### config.mk
export PLATFORM = sky130hd
export DESIGN_NAME = sss_setpoint_select
export DESIGN_NICKNAME = d
export VERILOG_FILES = /design/src/logic/sss_pkg.sv /design/src/logic/sss_setpoint_select.sv
export SDC_FILE = /design/constraint.sdc
export NUM_CORES = 2
export LEC_CHECK = 0
export BUFFER_PORTS_ARGS = -buffer_cell sky130_fd_sc_hd__clkbuf_2
export CAP_MARGIN = 20
export CORE_ASPECT_RATIO = 1.25
export CORE_MARGIN = 2
export CORE_UTILIZATION = 35
export DETAILED_ROUTE_END_ITERATION = 16
export GPL_ROUTABILITY_DRIVEN = 0
export PLACE_DENSITY = 0.49
export SYNTH_ARGS = -nofsm -noshare
export SYNTH_HDL_FRONTEND = slang
export SYNTH_SLANG_ARGS = --single-unit
### constraint.sdc
create_clock -name sys_clk_i -period 58.5 [get_ports sys_clk_i]
set_clock_uncertainty 0.15 [all_clocks]
set_input_delay 5.85 -clock sys_clk_i [delete_from_list [all_inputs] [get_ports sys_clk_i]]
set_output_delay 5.85 -clock sys_clk_i [all_outputs]
set_load 0.02 [all_outputs]
### src/logic/sss_pkg.sv
// package of constants for the setpoint and sensor selection block
package sss_pkg;
  localparam int TEMP_W = 16;
  localparam int LOOP_W = 12;
  localparam int NSLV = 8;
  localparam logic [TEMP_W-1:0] TEMP_NONE = 16'h8000;
  localparam logic [TEMP_W-1:0] TEMP_MIN = 16'hFE70;
  localparam logic [TEMP_W-1:0] TEMP_MAX = 16'h0E10;
  localparam logic [TEMP_W-1:0] MIN_SPAN = 16'h0020;
  localparam logic [LOOP_W-1:0] LOOP_LO = 12'h199;
  localparam logic [LOOP_W-1:0] LOOP_HI = 12'h7FF;
  localparam logic [LOOP_W-1:0] LOOP_BAD_LO = 12'h180;
  localparam logic [LOOP_W-1:0] LOOP_BAD_HI = 12'h820;
  localparam int CLK_HZ = 40000000;
  localparam int UPD_HZ = 1000;
  localparam int UPD_CYC = CLK_HZ / UPD_HZ;
  localparam int PERSIST_MS = 3000;
  localparam int STABLE_MS = 3000;
  localparam int PERSIST_UPD = PERSIST_MS * UPD_HZ / 1000;
  localparam int STABLE_UPD = STABLE_MS * UPD_HZ / 1000;
  localparam logic [4:0] ADDR_CFG = 5'h00;
  localparam logic [4:0] ADDR_SP = 5'h01;
  localparam logic [4:0] ADDR_TOD_SP = 5'h02;
  localparam logic [4:0] ADDR_T20 = 5'h03;
  localparam logic [4:0] ADDR_T4 = 5'h04;
  localparam logic [4:0] ADDR_ODR_MIN = 5'h05;
  localparam logic [4:0] ADDR_ODR_VAL = 5'h06;
  localparam logic [4:0] ADDR_STAT = 5'h07;
  localparam logic [4:0] ADDR_MASK = 5'h08;
  localparam logic [4:0] ADDR_TEMP = 5'h09;
  localparam logic [4:0] ADDR_SETP = 5'h0A;
  localparam logic [4:0] ADDR_STATE = 5'h0B;
  localparam int CFG_EN = 0;
  localparam int CFG_BK_LSB = 1;
  localparam int CFG_SRC = 3;
  localparam int CFG_ODR = 4;
  localparam int EV_SENS = 0;
  localparam int EV_ENDP = 1;
  localparam int EV_ODR = 2;
  localparam int EV_LOOP = 3;
  localparam int NEV = 4;
  typedef enum logic [1:0] {
    SSS_BK_OFF, SSS_BK_LEAD, SSS_BK_AVG, SSS_BK_RSV
  } sss_backup_t;
endpackage : sss_pkg

### src/logic/sss_setpoint_select.sv
// setpoint source and modulation sensor selection for a lead-lag master
`timescale 1ns/1ps
`default_nettype none
module sss_setpoint_select #(
  parameter int UPD_CYC = sss_pkg::UPD_CYC,
  parameter int PERSIST_UPD = sss_pkg::PERSIST_UPD,
  parameter int STABLE_UPD = sss_pkg::STABLE_UPD
) (
  input wire logic sys_clk_i,
  input wire logic reset_i,
  input wire logic [4:0] addr_i,
  input wire logic [sss_pkg::TEMP_W-1:0] wdata_i,
  input wire logic wr_i,
  input wire logic rd_i,
  output logic [sss_pkg::TEMP_W-1:0] rdata_o,
  input wire logic [sss_pkg::TEMP_W-1:0] primary_modulation_sensor_i,
  input wire logic primary_modulation_sensor_fault_i,
  input wire logic [sss_pkg::LOOP_W-1:0] analog_setpoint_input_i,
  input wire logic analog_setpoint_valid_i,
  input wire logic time_of_day_switch_i,
  input wire logic burner_demand_i,
  input wire logic [sss_pkg::NSLV-1:0] slave_firing_i,
  input wire logic [sss_pkg::NSLV*sss_pkg::TEMP_W-1:0] slave_outlet_i,
  input wire logic [2:0] lead_index_i,
  output logic [sss_pkg::TEMP_W-1:0] control_temp_o,
  output logic control_temp_valid_o,
  output logic [sss_pkg::TEMP_W-1:0] active_setpoint_o,
  output logic analog_in_use_o,
  output logic irq_o
);
  import sss_pkg::*;

  localparam int CNT_W = 16;
  localparam int ACC_W = TEMP_W + 4;

  // overview of the datapath, from inputs to registered results:
  // - a free running divider gives one update pulse every UPD_CYC cycles
  // - every decision below is combinational on the current inputs, except the registered loop revert flag
  // - only the update pulse moves the decisions into the output flops
  // - so the four result outputs hold steady between two update pulses
  // - the register port works on every cycle, not only on updates
  // - writes land at the edge that samples the strobe
  // - reads answer in the following cycle and read zero otherwise
  // - unmapped addresses and the result addresses ignore writes
  // - temperatures are signed words, the none code marks an unset value
  // - the none code is the most negative word and never a valid reading
  // - the loop input is an unsigned code from the current-loop converter
  // - the loop code is checked against a wider band than the 4-20 mA span
  // - codes inside the band but outside the span are clipped, not refused
  //
  // hazards that a user of this block must keep in mind:
  // - a faulty primary sensor with backup off leaves no valid temperature
  // - control_temp_valid_o is then low and control_temp_o reads zero
  // - the reserved backup code behaves exactly like backup off
  // - the lead index is not checked against the firing mask
  // - lead outlet backup follows the lead slave even while it is idle
  // - the average divides by the number of firing slaves only
  // - with nothing firing but demand high the average path is selected and gives zero
  // - the outdoor reset value is computed by software and written here
  // - this block only clamps that value against the minimum
  // - an invalid minimum stops the clamp path and the plain setpoint wins
  // - the interrupt follows the mask that stood before a mask write
  // - so a mask change shows on irq_o one cycle after the write
  //
  // trade-offs taken in this block:
  // - the average uses a plain divider, small because the count is small
  // - the interpolation uses one multiply and one divide per update
  // - both run every cycle, but only the update edge loads the result
  // - that keeps the timing simple at the cost of some area

  // configuration registers
  logic [TEMP_W-1:0] cfg;
  logic [TEMP_W-1:0] sp_norm;
  logic [TEMP_W-1:0] sp_tod;
  logic [TEMP_W-1:0] t20;
  logic [TEMP_W-1:0] t4;
  logic [TEMP_W-1:0] odr_min;
  logic [TEMP_W-1:0] odr_val;
  logic [NEV-1:0] stat;
  logic [NEV-1:0] mask;
  logic [31:0] div_cnt;
  logic upd;
  logic [CNT_W-1:0] bad_cnt;
  logic [CNT_W-1:0] good_cnt;
  logic loop_reverted;

  wire ll_en = cfg[CFG_EN];
  wire sss_backup_t bk = sss_backup_t'(cfg[CFG_BK_LSB +: 2]);
  wire src_analog = cfg[CFG_SRC];
  wire odr_en = cfg[CFG_ODR];

  // divider producing the control update pulse
  always_ff @(posedge sys_clk_i) begin
    if (reset_i || div_cnt == 32'(UPD_CYC - 1)) begin
      div_cnt <= '0;
    end else begin
      div_cnt <= div_cnt + 32'h1;
    end
  end
  always_ff @(posedge sys_clk_i) begin
    if (reset_i) begin
      upd <= 1'b0;
    end else begin
      upd <= (div_cnt == 32'(UPD_CYC - 1));
    end
  end

  // backup temperature sources from the slave boilers
  // - each slave reports its outlet on its own 16 bit lane
  // - the sum runs as a chain across the lanes, one adder per lane
  // - a lane adds its outlet only while its firing bit is high
  // - the count chain counts the firing lanes alongside the sum
  // - four extra sum bits hold eight full scale readings without wrap
  // - the divisor is forced to one while nothing fires
  // - that keeps the divider defined, the result is zero then
  // - the quotient truncates towards zero like any signed divide
  // - the lead outlet is a plain lane select by the lead index
  // - idle means no demand and no slave firing at all
  // mean of the firing slave outlets and the lead outlet
  logic [ACC_W-1:0] sum_w [0:NSLV];
  logic [3:0] cnt_w [0:NSLV];
  assign sum_w[0] = '0;
  assign cnt_w[0] = '0;
  genvar g;
  generate
    for (g = 0; g < NSLV; g++) begin : g_sum
      wire signed [TEMP_W-1:0] t = slave_outlet_i[g*TEMP_W +: TEMP_W];
      assign sum_w[g+1] = slave_firing_i[g] ?
        sum_w[g] + ACC_W'(t) : sum_w[g];
      assign cnt_w[g+1] = cnt_w[g] + {3'h0, slave_firing_i[g]};
    end
  endgenerate
  wire signed [ACC_W-1:0] sum_s = sum_w[NSLV];
  // divisor never zero, and the divide stays signed throughout
  wire [4:0] avg_den = (cnt_w[NSLV] == 4'h0) ? 5'h01 :
    {1'b0, cnt_w[NSLV]};
  wire signed [ACC_W-1:0] avg_full = sum_s / $signed(avg_den);
  wire [TEMP_W-1:0] avg_t = avg_full[TEMP_W-1:0];
  wire [TEMP_W-1:0] lead_t = slave_outlet_i[lead_index_i*TEMP_W +: TEMP_W];
  wire any_firing = |slave_firing_i;
  wire idle = !burner_demand_i && !any_firing;

  // control temperature choice with backup fallback
  wire use_lead = (bk == SSS_BK_LEAD) || ((bk == SSS_BK_AVG) && idle);
  wire use_avg = (bk == SSS_BK_AVG) && !idle;
  wire [TEMP_W-1:0] next_temp = !primary_modulation_sensor_fault_i ?
    primary_modulation_sensor_i : use_lead ? lead_t :
    use_avg ? avg_t : '0;
  wire next_temp_valid = !primary_modulation_sensor_fault_i ||
    use_lead || use_avg;

  // analog setpoint path, checks first
  // - an endpoint is usable when set and inside the valid window
  // - the two endpoints must also lie at least the minimum span apart
  // - the span is taken with one extra bit so it cannot overflow
  // - the span may be negative, a falling curve is allowed
  // - a bad endpoint raises its event only while analog is chosen
  // - the loop is bad when the converter flags it or it leaves the band
  // - a bad loop alone does not switch to local at once
  // - only a bad loop that persists switches to local
  // endpoint checks for the current-loop curve
  function automatic logic temp_ok(input logic [TEMP_W-1:0] t);
    temp_ok = (t != TEMP_NONE) && ($signed(t) >= $signed(TEMP_MIN)) &&
      ($signed(t) <= $signed(TEMP_MAX));
  endfunction
  wire signed [TEMP_W:0] span = $signed({t20[TEMP_W-1], t20}) -
    $signed({t4[TEMP_W-1], t4});
  wire signed [TEMP_W:0] abs_span = span[TEMP_W] ? -span : span;
  wire endp_bad = !temp_ok(t20) || !temp_ok(t4) ||
    (abs_span < $signed({1'b0, MIN_SPAN}));
  wire loop_bad = !analog_setpoint_valid_i ||
    (analog_setpoint_input_i < LOOP_BAD_LO) ||
    (analog_setpoint_input_i > LOOP_BAD_HI);

  // linear interpolation, input clipped to the 4 to 20 mA span
  wire [LOOP_W-1:0] loop_c = (analog_setpoint_input_i < LOOP_LO) ? LOOP_LO :
    (analog_setpoint_input_i > LOOP_HI) ? LOOP_HI : analog_setpoint_input_i;
  wire signed [LOOP_W:0] num = $signed({1'b0, loop_c - LOOP_LO});
  wire signed [LOOP_W:0] den = $signed({1'b0, LOOP_HI - LOOP_LO});
  wire signed [TEMP_W+LOOP_W+1:0] prod = span * num;
  wire signed [TEMP_W+LOOP_W+1:0] quo = prod / den;
  wire [TEMP_W-1:0] sp_analog = t4 + quo[TEMP_W-1:0];

  // local setpoint: time-of-day choice, outdoor reset and clamp
  wire tod_on = time_of_day_switch_i;
  wire [TEMP_W-1:0] sp_sel = tod_on ? sp_tod : sp_norm;
  wire odr_min_bad = !temp_ok(odr_min);
  wire odr_run = odr_en && !odr_min_bad;
  wire [TEMP_W-1:0] odr_clamped =
    ($signed(odr_val) < $signed(odr_min)) ? odr_min : odr_val;
  wire [TEMP_W-1:0] sp_local = odr_run ? odr_clamped : sp_sel;
  wire analog_ok = src_analog && !endp_bad && !loop_reverted;
  wire [TEMP_W-1:0] next_setpoint = analog_ok ? sp_analog : sp_local;

  // persistence counters, stepped on update pulses only
  // - bad_cnt counts updates with a bad loop and clears on a good one
  // - good_cnt counts updates with a good loop and clears on a bad one
  // - both saturate at their limit so they never wrap
  // - the reverted flag sets on the last bad update of the window
  // - it clears on the last good update of the stable window
  // - a single glitch in either window restarts that window
  // - the flag holds the choice in between, giving a simple hysteresis
  // persistence of a bad loop and return after a stable period
  always_ff @(posedge sys_clk_i) begin
    if (reset_i) begin
      bad_cnt <= '0;
      good_cnt <= '0;
      loop_reverted <= 1'b0;
    end else if (upd) begin
      bad_cnt <= loop_bad ? ((bad_cnt == CNT_W'(PERSIST_UPD)) ?
        bad_cnt : bad_cnt + 16'h1) : '0;
      good_cnt <= loop_bad ? '0 : ((good_cnt == CNT_W'(STABLE_UPD)) ?
        good_cnt : good_cnt + 16'h1);
      if (loop_bad && bad_cnt >= CNT_W'(PERSIST_UPD - 1)) begin
        loop_reverted <= 1'b1;
      end else if (!loop_bad && good_cnt >= CNT_W'(STABLE_UPD - 1)) begin
        loop_reverted <= 1'b0;
      end
    end
  end

  // alert events, sampled on each update
  wire [NEV-1:0] ev;
  assign ev[EV_SENS] = upd && ll_en && primary_modulation_sensor_fault_i;
  assign ev[EV_ENDP] = upd && src_analog && endp_bad;
  assign ev[EV_ODR] = upd && odr_en && odr_min_bad;
  assign ev[EV_LOOP] = upd && src_analog && loop_reverted;

  // register writes decode
  wire wr_cfg = wr_i && addr_i == ADDR_CFG;
  wire wr_stat = wr_i && addr_i == ADDR_STAT;
  wire [NEV-1:0] next_stat = (stat & ~(wr_stat ? wdata_i[NEV-1:0] : '0)) | ev;

  // configuration storage
  always_ff @(posedge sys_clk_i) begin
    if (reset_i) begin
      cfg <= '0;
      sp_norm <= TEMP_NONE;
      sp_tod <= TEMP_NONE;
      t20 <= TEMP_NONE;
      t4 <= TEMP_NONE;
      odr_min <= TEMP_NONE;
      odr_val <= '0;
      mask <= '0;
    end else if (wr_i) begin
      if (wr_cfg) cfg <= {11'h000, wdata_i[4:0]};
      if (addr_i == ADDR_SP) sp_norm <= wdata_i;
      if (addr_i == ADDR_TOD_SP) sp_tod <= wdata_i;
      if (addr_i == ADDR_T20) t20 <= wdata_i;
      if (addr_i == ADDR_T4) t4 <= wdata_i;
      if (addr_i == ADDR_ODR_MIN) odr_min <= wdata_i;
      if (addr_i == ADDR_ODR_VAL) odr_val <= wdata_i;
      if (addr_i == ADDR_MASK) mask <= wdata_i[NEV-1:0];
    end
  end

  // sticky status, set wins over clear, and interrupt
  always_ff @(posedge sys_clk_i) begin
    if (reset_i) begin
      stat <= '0;
      irq_o <= 1'b0;
    end else begin
      stat <= next_stat;
      irq_o <= |(next_stat & mask);
    end
  end

  // registered results, refreshed each update
  always_ff @(posedge sys_clk_i) begin
    if (reset_i) begin
      control_temp_o <= '0;
      control_temp_valid_o <= 1'b0;
      active_setpoint_o <= '0;
      analog_in_use_o <= 1'b0;
    end else if (upd) begin
      control_temp_o <= next_temp;
      control_temp_valid_o <= next_temp_valid;
      active_setpoint_o <= next_setpoint;
      analog_in_use_o <= analog_ok;
    end
  end

  // register map seen by software
  // - 0x00 configuration: enable, backup choice, source, outdoor reset
  // - 0x01 normal setpoint, 0x02 time-of-day setpoint
  // - 0x03 and 0x04 the 20 mA and 4 mA endpoint temperatures
  // - 0x05 outdoor reset minimum, 0x06 outdoor reset computed value
  // - 0x07 sticky status, a one written clears that bit
  // - 0x08 interrupt mask with the same layout as the status
  // - 0x09 to 0x0B read back the registered results and state
  // - a clear and a new event in the same cycle leave the bit set
  // - read data is gated to zero outside the answer cycle
  // read mux
  logic [TEMP_W-1:0] rd_mux;
  always_comb begin
    case (addr_i)
      ADDR_CFG: rd_mux = cfg;
      ADDR_SP: rd_mux = sp_norm;
      ADDR_TOD_SP: rd_mux = sp_tod;
      ADDR_T20: rd_mux = t20;
      ADDR_T4: rd_mux = t4;
      ADDR_ODR_MIN: rd_mux = odr_min;
      ADDR_ODR_VAL: rd_mux = odr_val;
      ADDR_STAT: rd_mux = {12'h000, stat};
      ADDR_MASK: rd_mux = {12'h000, mask};
      ADDR_TEMP: rd_mux = control_temp_o;
      ADDR_SETP: rd_mux = active_setpoint_o;
      ADDR_STATE: rd_mux = {12'h000, irq_o, loop_reverted,
        analog_in_use_o, control_temp_valid_o};
      default: rd_mux = '0;
    endcase
  end
  always_ff @(posedge sys_clk_i) begin
    if (reset_i) begin
      rdata_o <= '0;
    end else begin
      rdata_o <= rd_i ? rd_mux : '0;
    end
  end
endmodule : sss_setpoint_select
`default_nettype wire

==> key figures <==
Timing
  • Worst-Margin Slew: 1032 ps
  • Fin. max-slew vios: 0
  • WHS: 318.2 ps
  • Final worst path period need: 54150 ps
  • Fin. Hold Viols: 0
  • Slew headroom: 30.71%
  • Finish-stage setup viols: 0
  • F_max: 0.01847 GHz
  • Period utilization: 92.57%

Yosys
  • Top cell type's share of synthesized area: 10.03%
  • Synth top cells by count: nand2_1, nor2_1, inv_1
  • Post-Synthesis Cell Area: 45090 µm²
  • Sequential fraction of the synthesis area: 10.03%
  • Mapped Cells: 6165
  • Flops & latches, synth: 226
  • Count leader, synth: nand2_1
  • Synth area leaders: dfxtp_1, ha_1, fa_1, nand2_1, xnor2_1
  • Area leader, netlist: dfxtp_1
  • Synth Flop Type: dfxtp_1
  • Async set or reset register ratio after synthesis: 0%
  • Yosys warns: 0
  • Post-synth EDFFs: 0
  • Mapped Avg Cell Area: 7.314 µm²
  • Count of cell types in the netlist: 143

Global route
  • Total track usage: 25.22%
  • GRT overflow: 0
  • Initial antenna violation count: 9
  • Largest net degree at the start of global routing: 70
  • First-pass GRT wire length: 264900 µm
  • Vias in the first global route: 45400

Job
  • Max Cap Viol: 0

Clock tree
  • H-tree depth: 1
  • Worst-case clock buffer depth: 3
  • Worst-Skew Late Latency: 560 ps
  • Clock buffer count from CTS: 23
  • Clk sinks: 226
  • CTS tree: built
  • CTS Hold Bufs: 0
  • Clock transition at path regs: 70 ps
  • Root Buffer: clkbuf_16

Worst setup path
  • Worst Path Buf+Inv: 10
  • CP Max Fanout: 24
  • Critical Path Max Stage Delay: 720 ps
  • WS Path Type: input pin to register
  • Critical path endpoint category: register
  • Worst setup SP type: input pin
  • Cell mode on critical path: o21a_1
  • Critical path required time: 58760 ps
  • Critical-path top delay cell: or4b_2
  • Arr. time, crit path: 54410 ps
  • Crit path max-delay family: compound AO/OA/AOI/OAI gates

Die
  • Initial Util: 35.17%
  • CORE AREA: 128200 µm²
  • Ports: 247
  • Die Y: 405.3 µm
  • Core Rows: 147
  • Die area: 131700 µm²
  • Chip width: 325.0 µm

Run status
  • Run status: finished clean

Drt
  • Routed Wire Length: 172300 µm
  • Via count: 46350
  • Routed wire per std cell: 21.46 µm
  • Vias per std cell: 5.771
  • Post-DRT Antenna Nets: 0
  • Pre-Repair DR Iteration Count: 9
  • Initial DRC count: 3226
  • # DRC: 0

Placement
  • DPL Wire Length: 141300 µm
  • PortBufs: 246
  • DP Cell Count: 7976

Cells and area
  • Final nets: 7037
  • Layout cell share with drive strength beyond 1: 10.37%
  • Layout Cells excl Fill: 8030
  • Area grow syn2layout: 9.049%

Hold path
  • Hold Crit Class: register to register
## cells in the final DEF, fill, tap and decap left out, types with 29 or more instances in the layout
cell / count
a221oi_1: 35
nor2_1: 571
or3_1: 57
nand3_1: 140
a22oi_1: 59
o22ai_1: 30
a21o_1: 95
a31oi_1: 65
o21bai_1: 48
nor3_1: 165
nor2b_1: 42
o31ai_1: 37
xnor2_1: 278
and2_1: 75
clkbuf_2: 244
a211oi_1: 66
o211ai_1: 63
o21ai_1: 51
buf_4: 86
a211o_1: 38
nand2b_1: 94
ha_1: 338
dfxtp_1: 225
mux2_2: 67
a21oi_1: 464
inv_1: 472
mux2i_1: 110
nand2_1: 705
or2_2: 40
a21boi_0: 29
o21ai_0: 296
mux4_2: 32
and3_1: 58
xor2_1: 155
fa_1: 201
a311oi_1: 30
o21a_1: 94
nor4_1: 49
nand4_1: 56
## sequential cells by signal, summed over array words and instances, names as in the netlist
register and count:
control_temp_valid_o 1, t4 16, control_temp_o 16, mask 4
analog_in_use_o 1, upd 1, odr_min 16, sp_tod 16
cfg 5, div_cnt 32, odr_val 16, good_cnt 16
irq_o 1, loop_reverted 1, t20 16, rdata_o 16
bad_cnt 16, active_setpoint_o 16, sp_norm 16, stat 4
## timing repair
| item | CTS | global route |
|---|---|---|
| resized for setup | 0 | 33 |
| buffers inserted | 0 | 12 |
| hold endpoints to repair | 0 | 0 |
| setup endpoints to repair | 0 | 16 |
## final timing paths
check	cells past startpoint	start	endpoint	slack (ps)
worst min-delay path	1	div_cnt[0]	div_cnt[0]	320
worst max-delay path	230	slave_firing_i[0]	control_temp_o[10]	4350
worst min register to register	1	div_cnt[0]	div_cnt[0]	320
worst max register to register	115	t4[0]	active_setpoint_o[15]	21550
## final cells by class
type                            instances  area (µm²)
Sequential cell                       226        4528
Antenna cell                            3       7.507
Tap cell                             1713        2143
Timing Repair Buffer                  331        1874
Clock buffer                           28       604.3
Inverter                              477        1790
Clock inverter                          9       160.2
Multi-Input combinational cell       5243       38060
Fill cell                           13710       79020
## routing by layer
| metal | track usage (%) | share of wire [%] |
|---|---|---|
| met4 | 10.39 | 4.7 |
| met3 | 2.408 | 4.1 |
| met5 | 0 | 0.039 |
| met2 | 46.33 | 50 |
| met1 | 29.89 | 41 |
## logic make-up after synthesis
family / after synthesis / synth area share (%)
other: 2 / 0.01665
muxes: 212 / 5.797
AOI/OAI and AO/OA: 1843 / 28.00
and+or+nand+nor: 2185 / 22.99
adders and majority gates: 546 / 18.46
buffers and inverters: 712 / 6.074
xor gates and xnor gates: 439 / 8.624
DFF: 226 / 10.03
## through the flow
stage                     area (µm²)  setup WS (ps)  TNS [ps]  util [%]
after detailed placement       48190          839.6         0     37.59
after floorplan                45150           6936         0         -
after CTS                      48950           1196         0     38.18
after global placement         48180           2430         0     37.58
final                          49170           4347         0     38.36
after global routing           49170         -34.80    -34.80     38.35
Power is left out: the tool's default activity adds up to more than one toggle a clock period on the data nets, which glitch-free logic cannot reach.
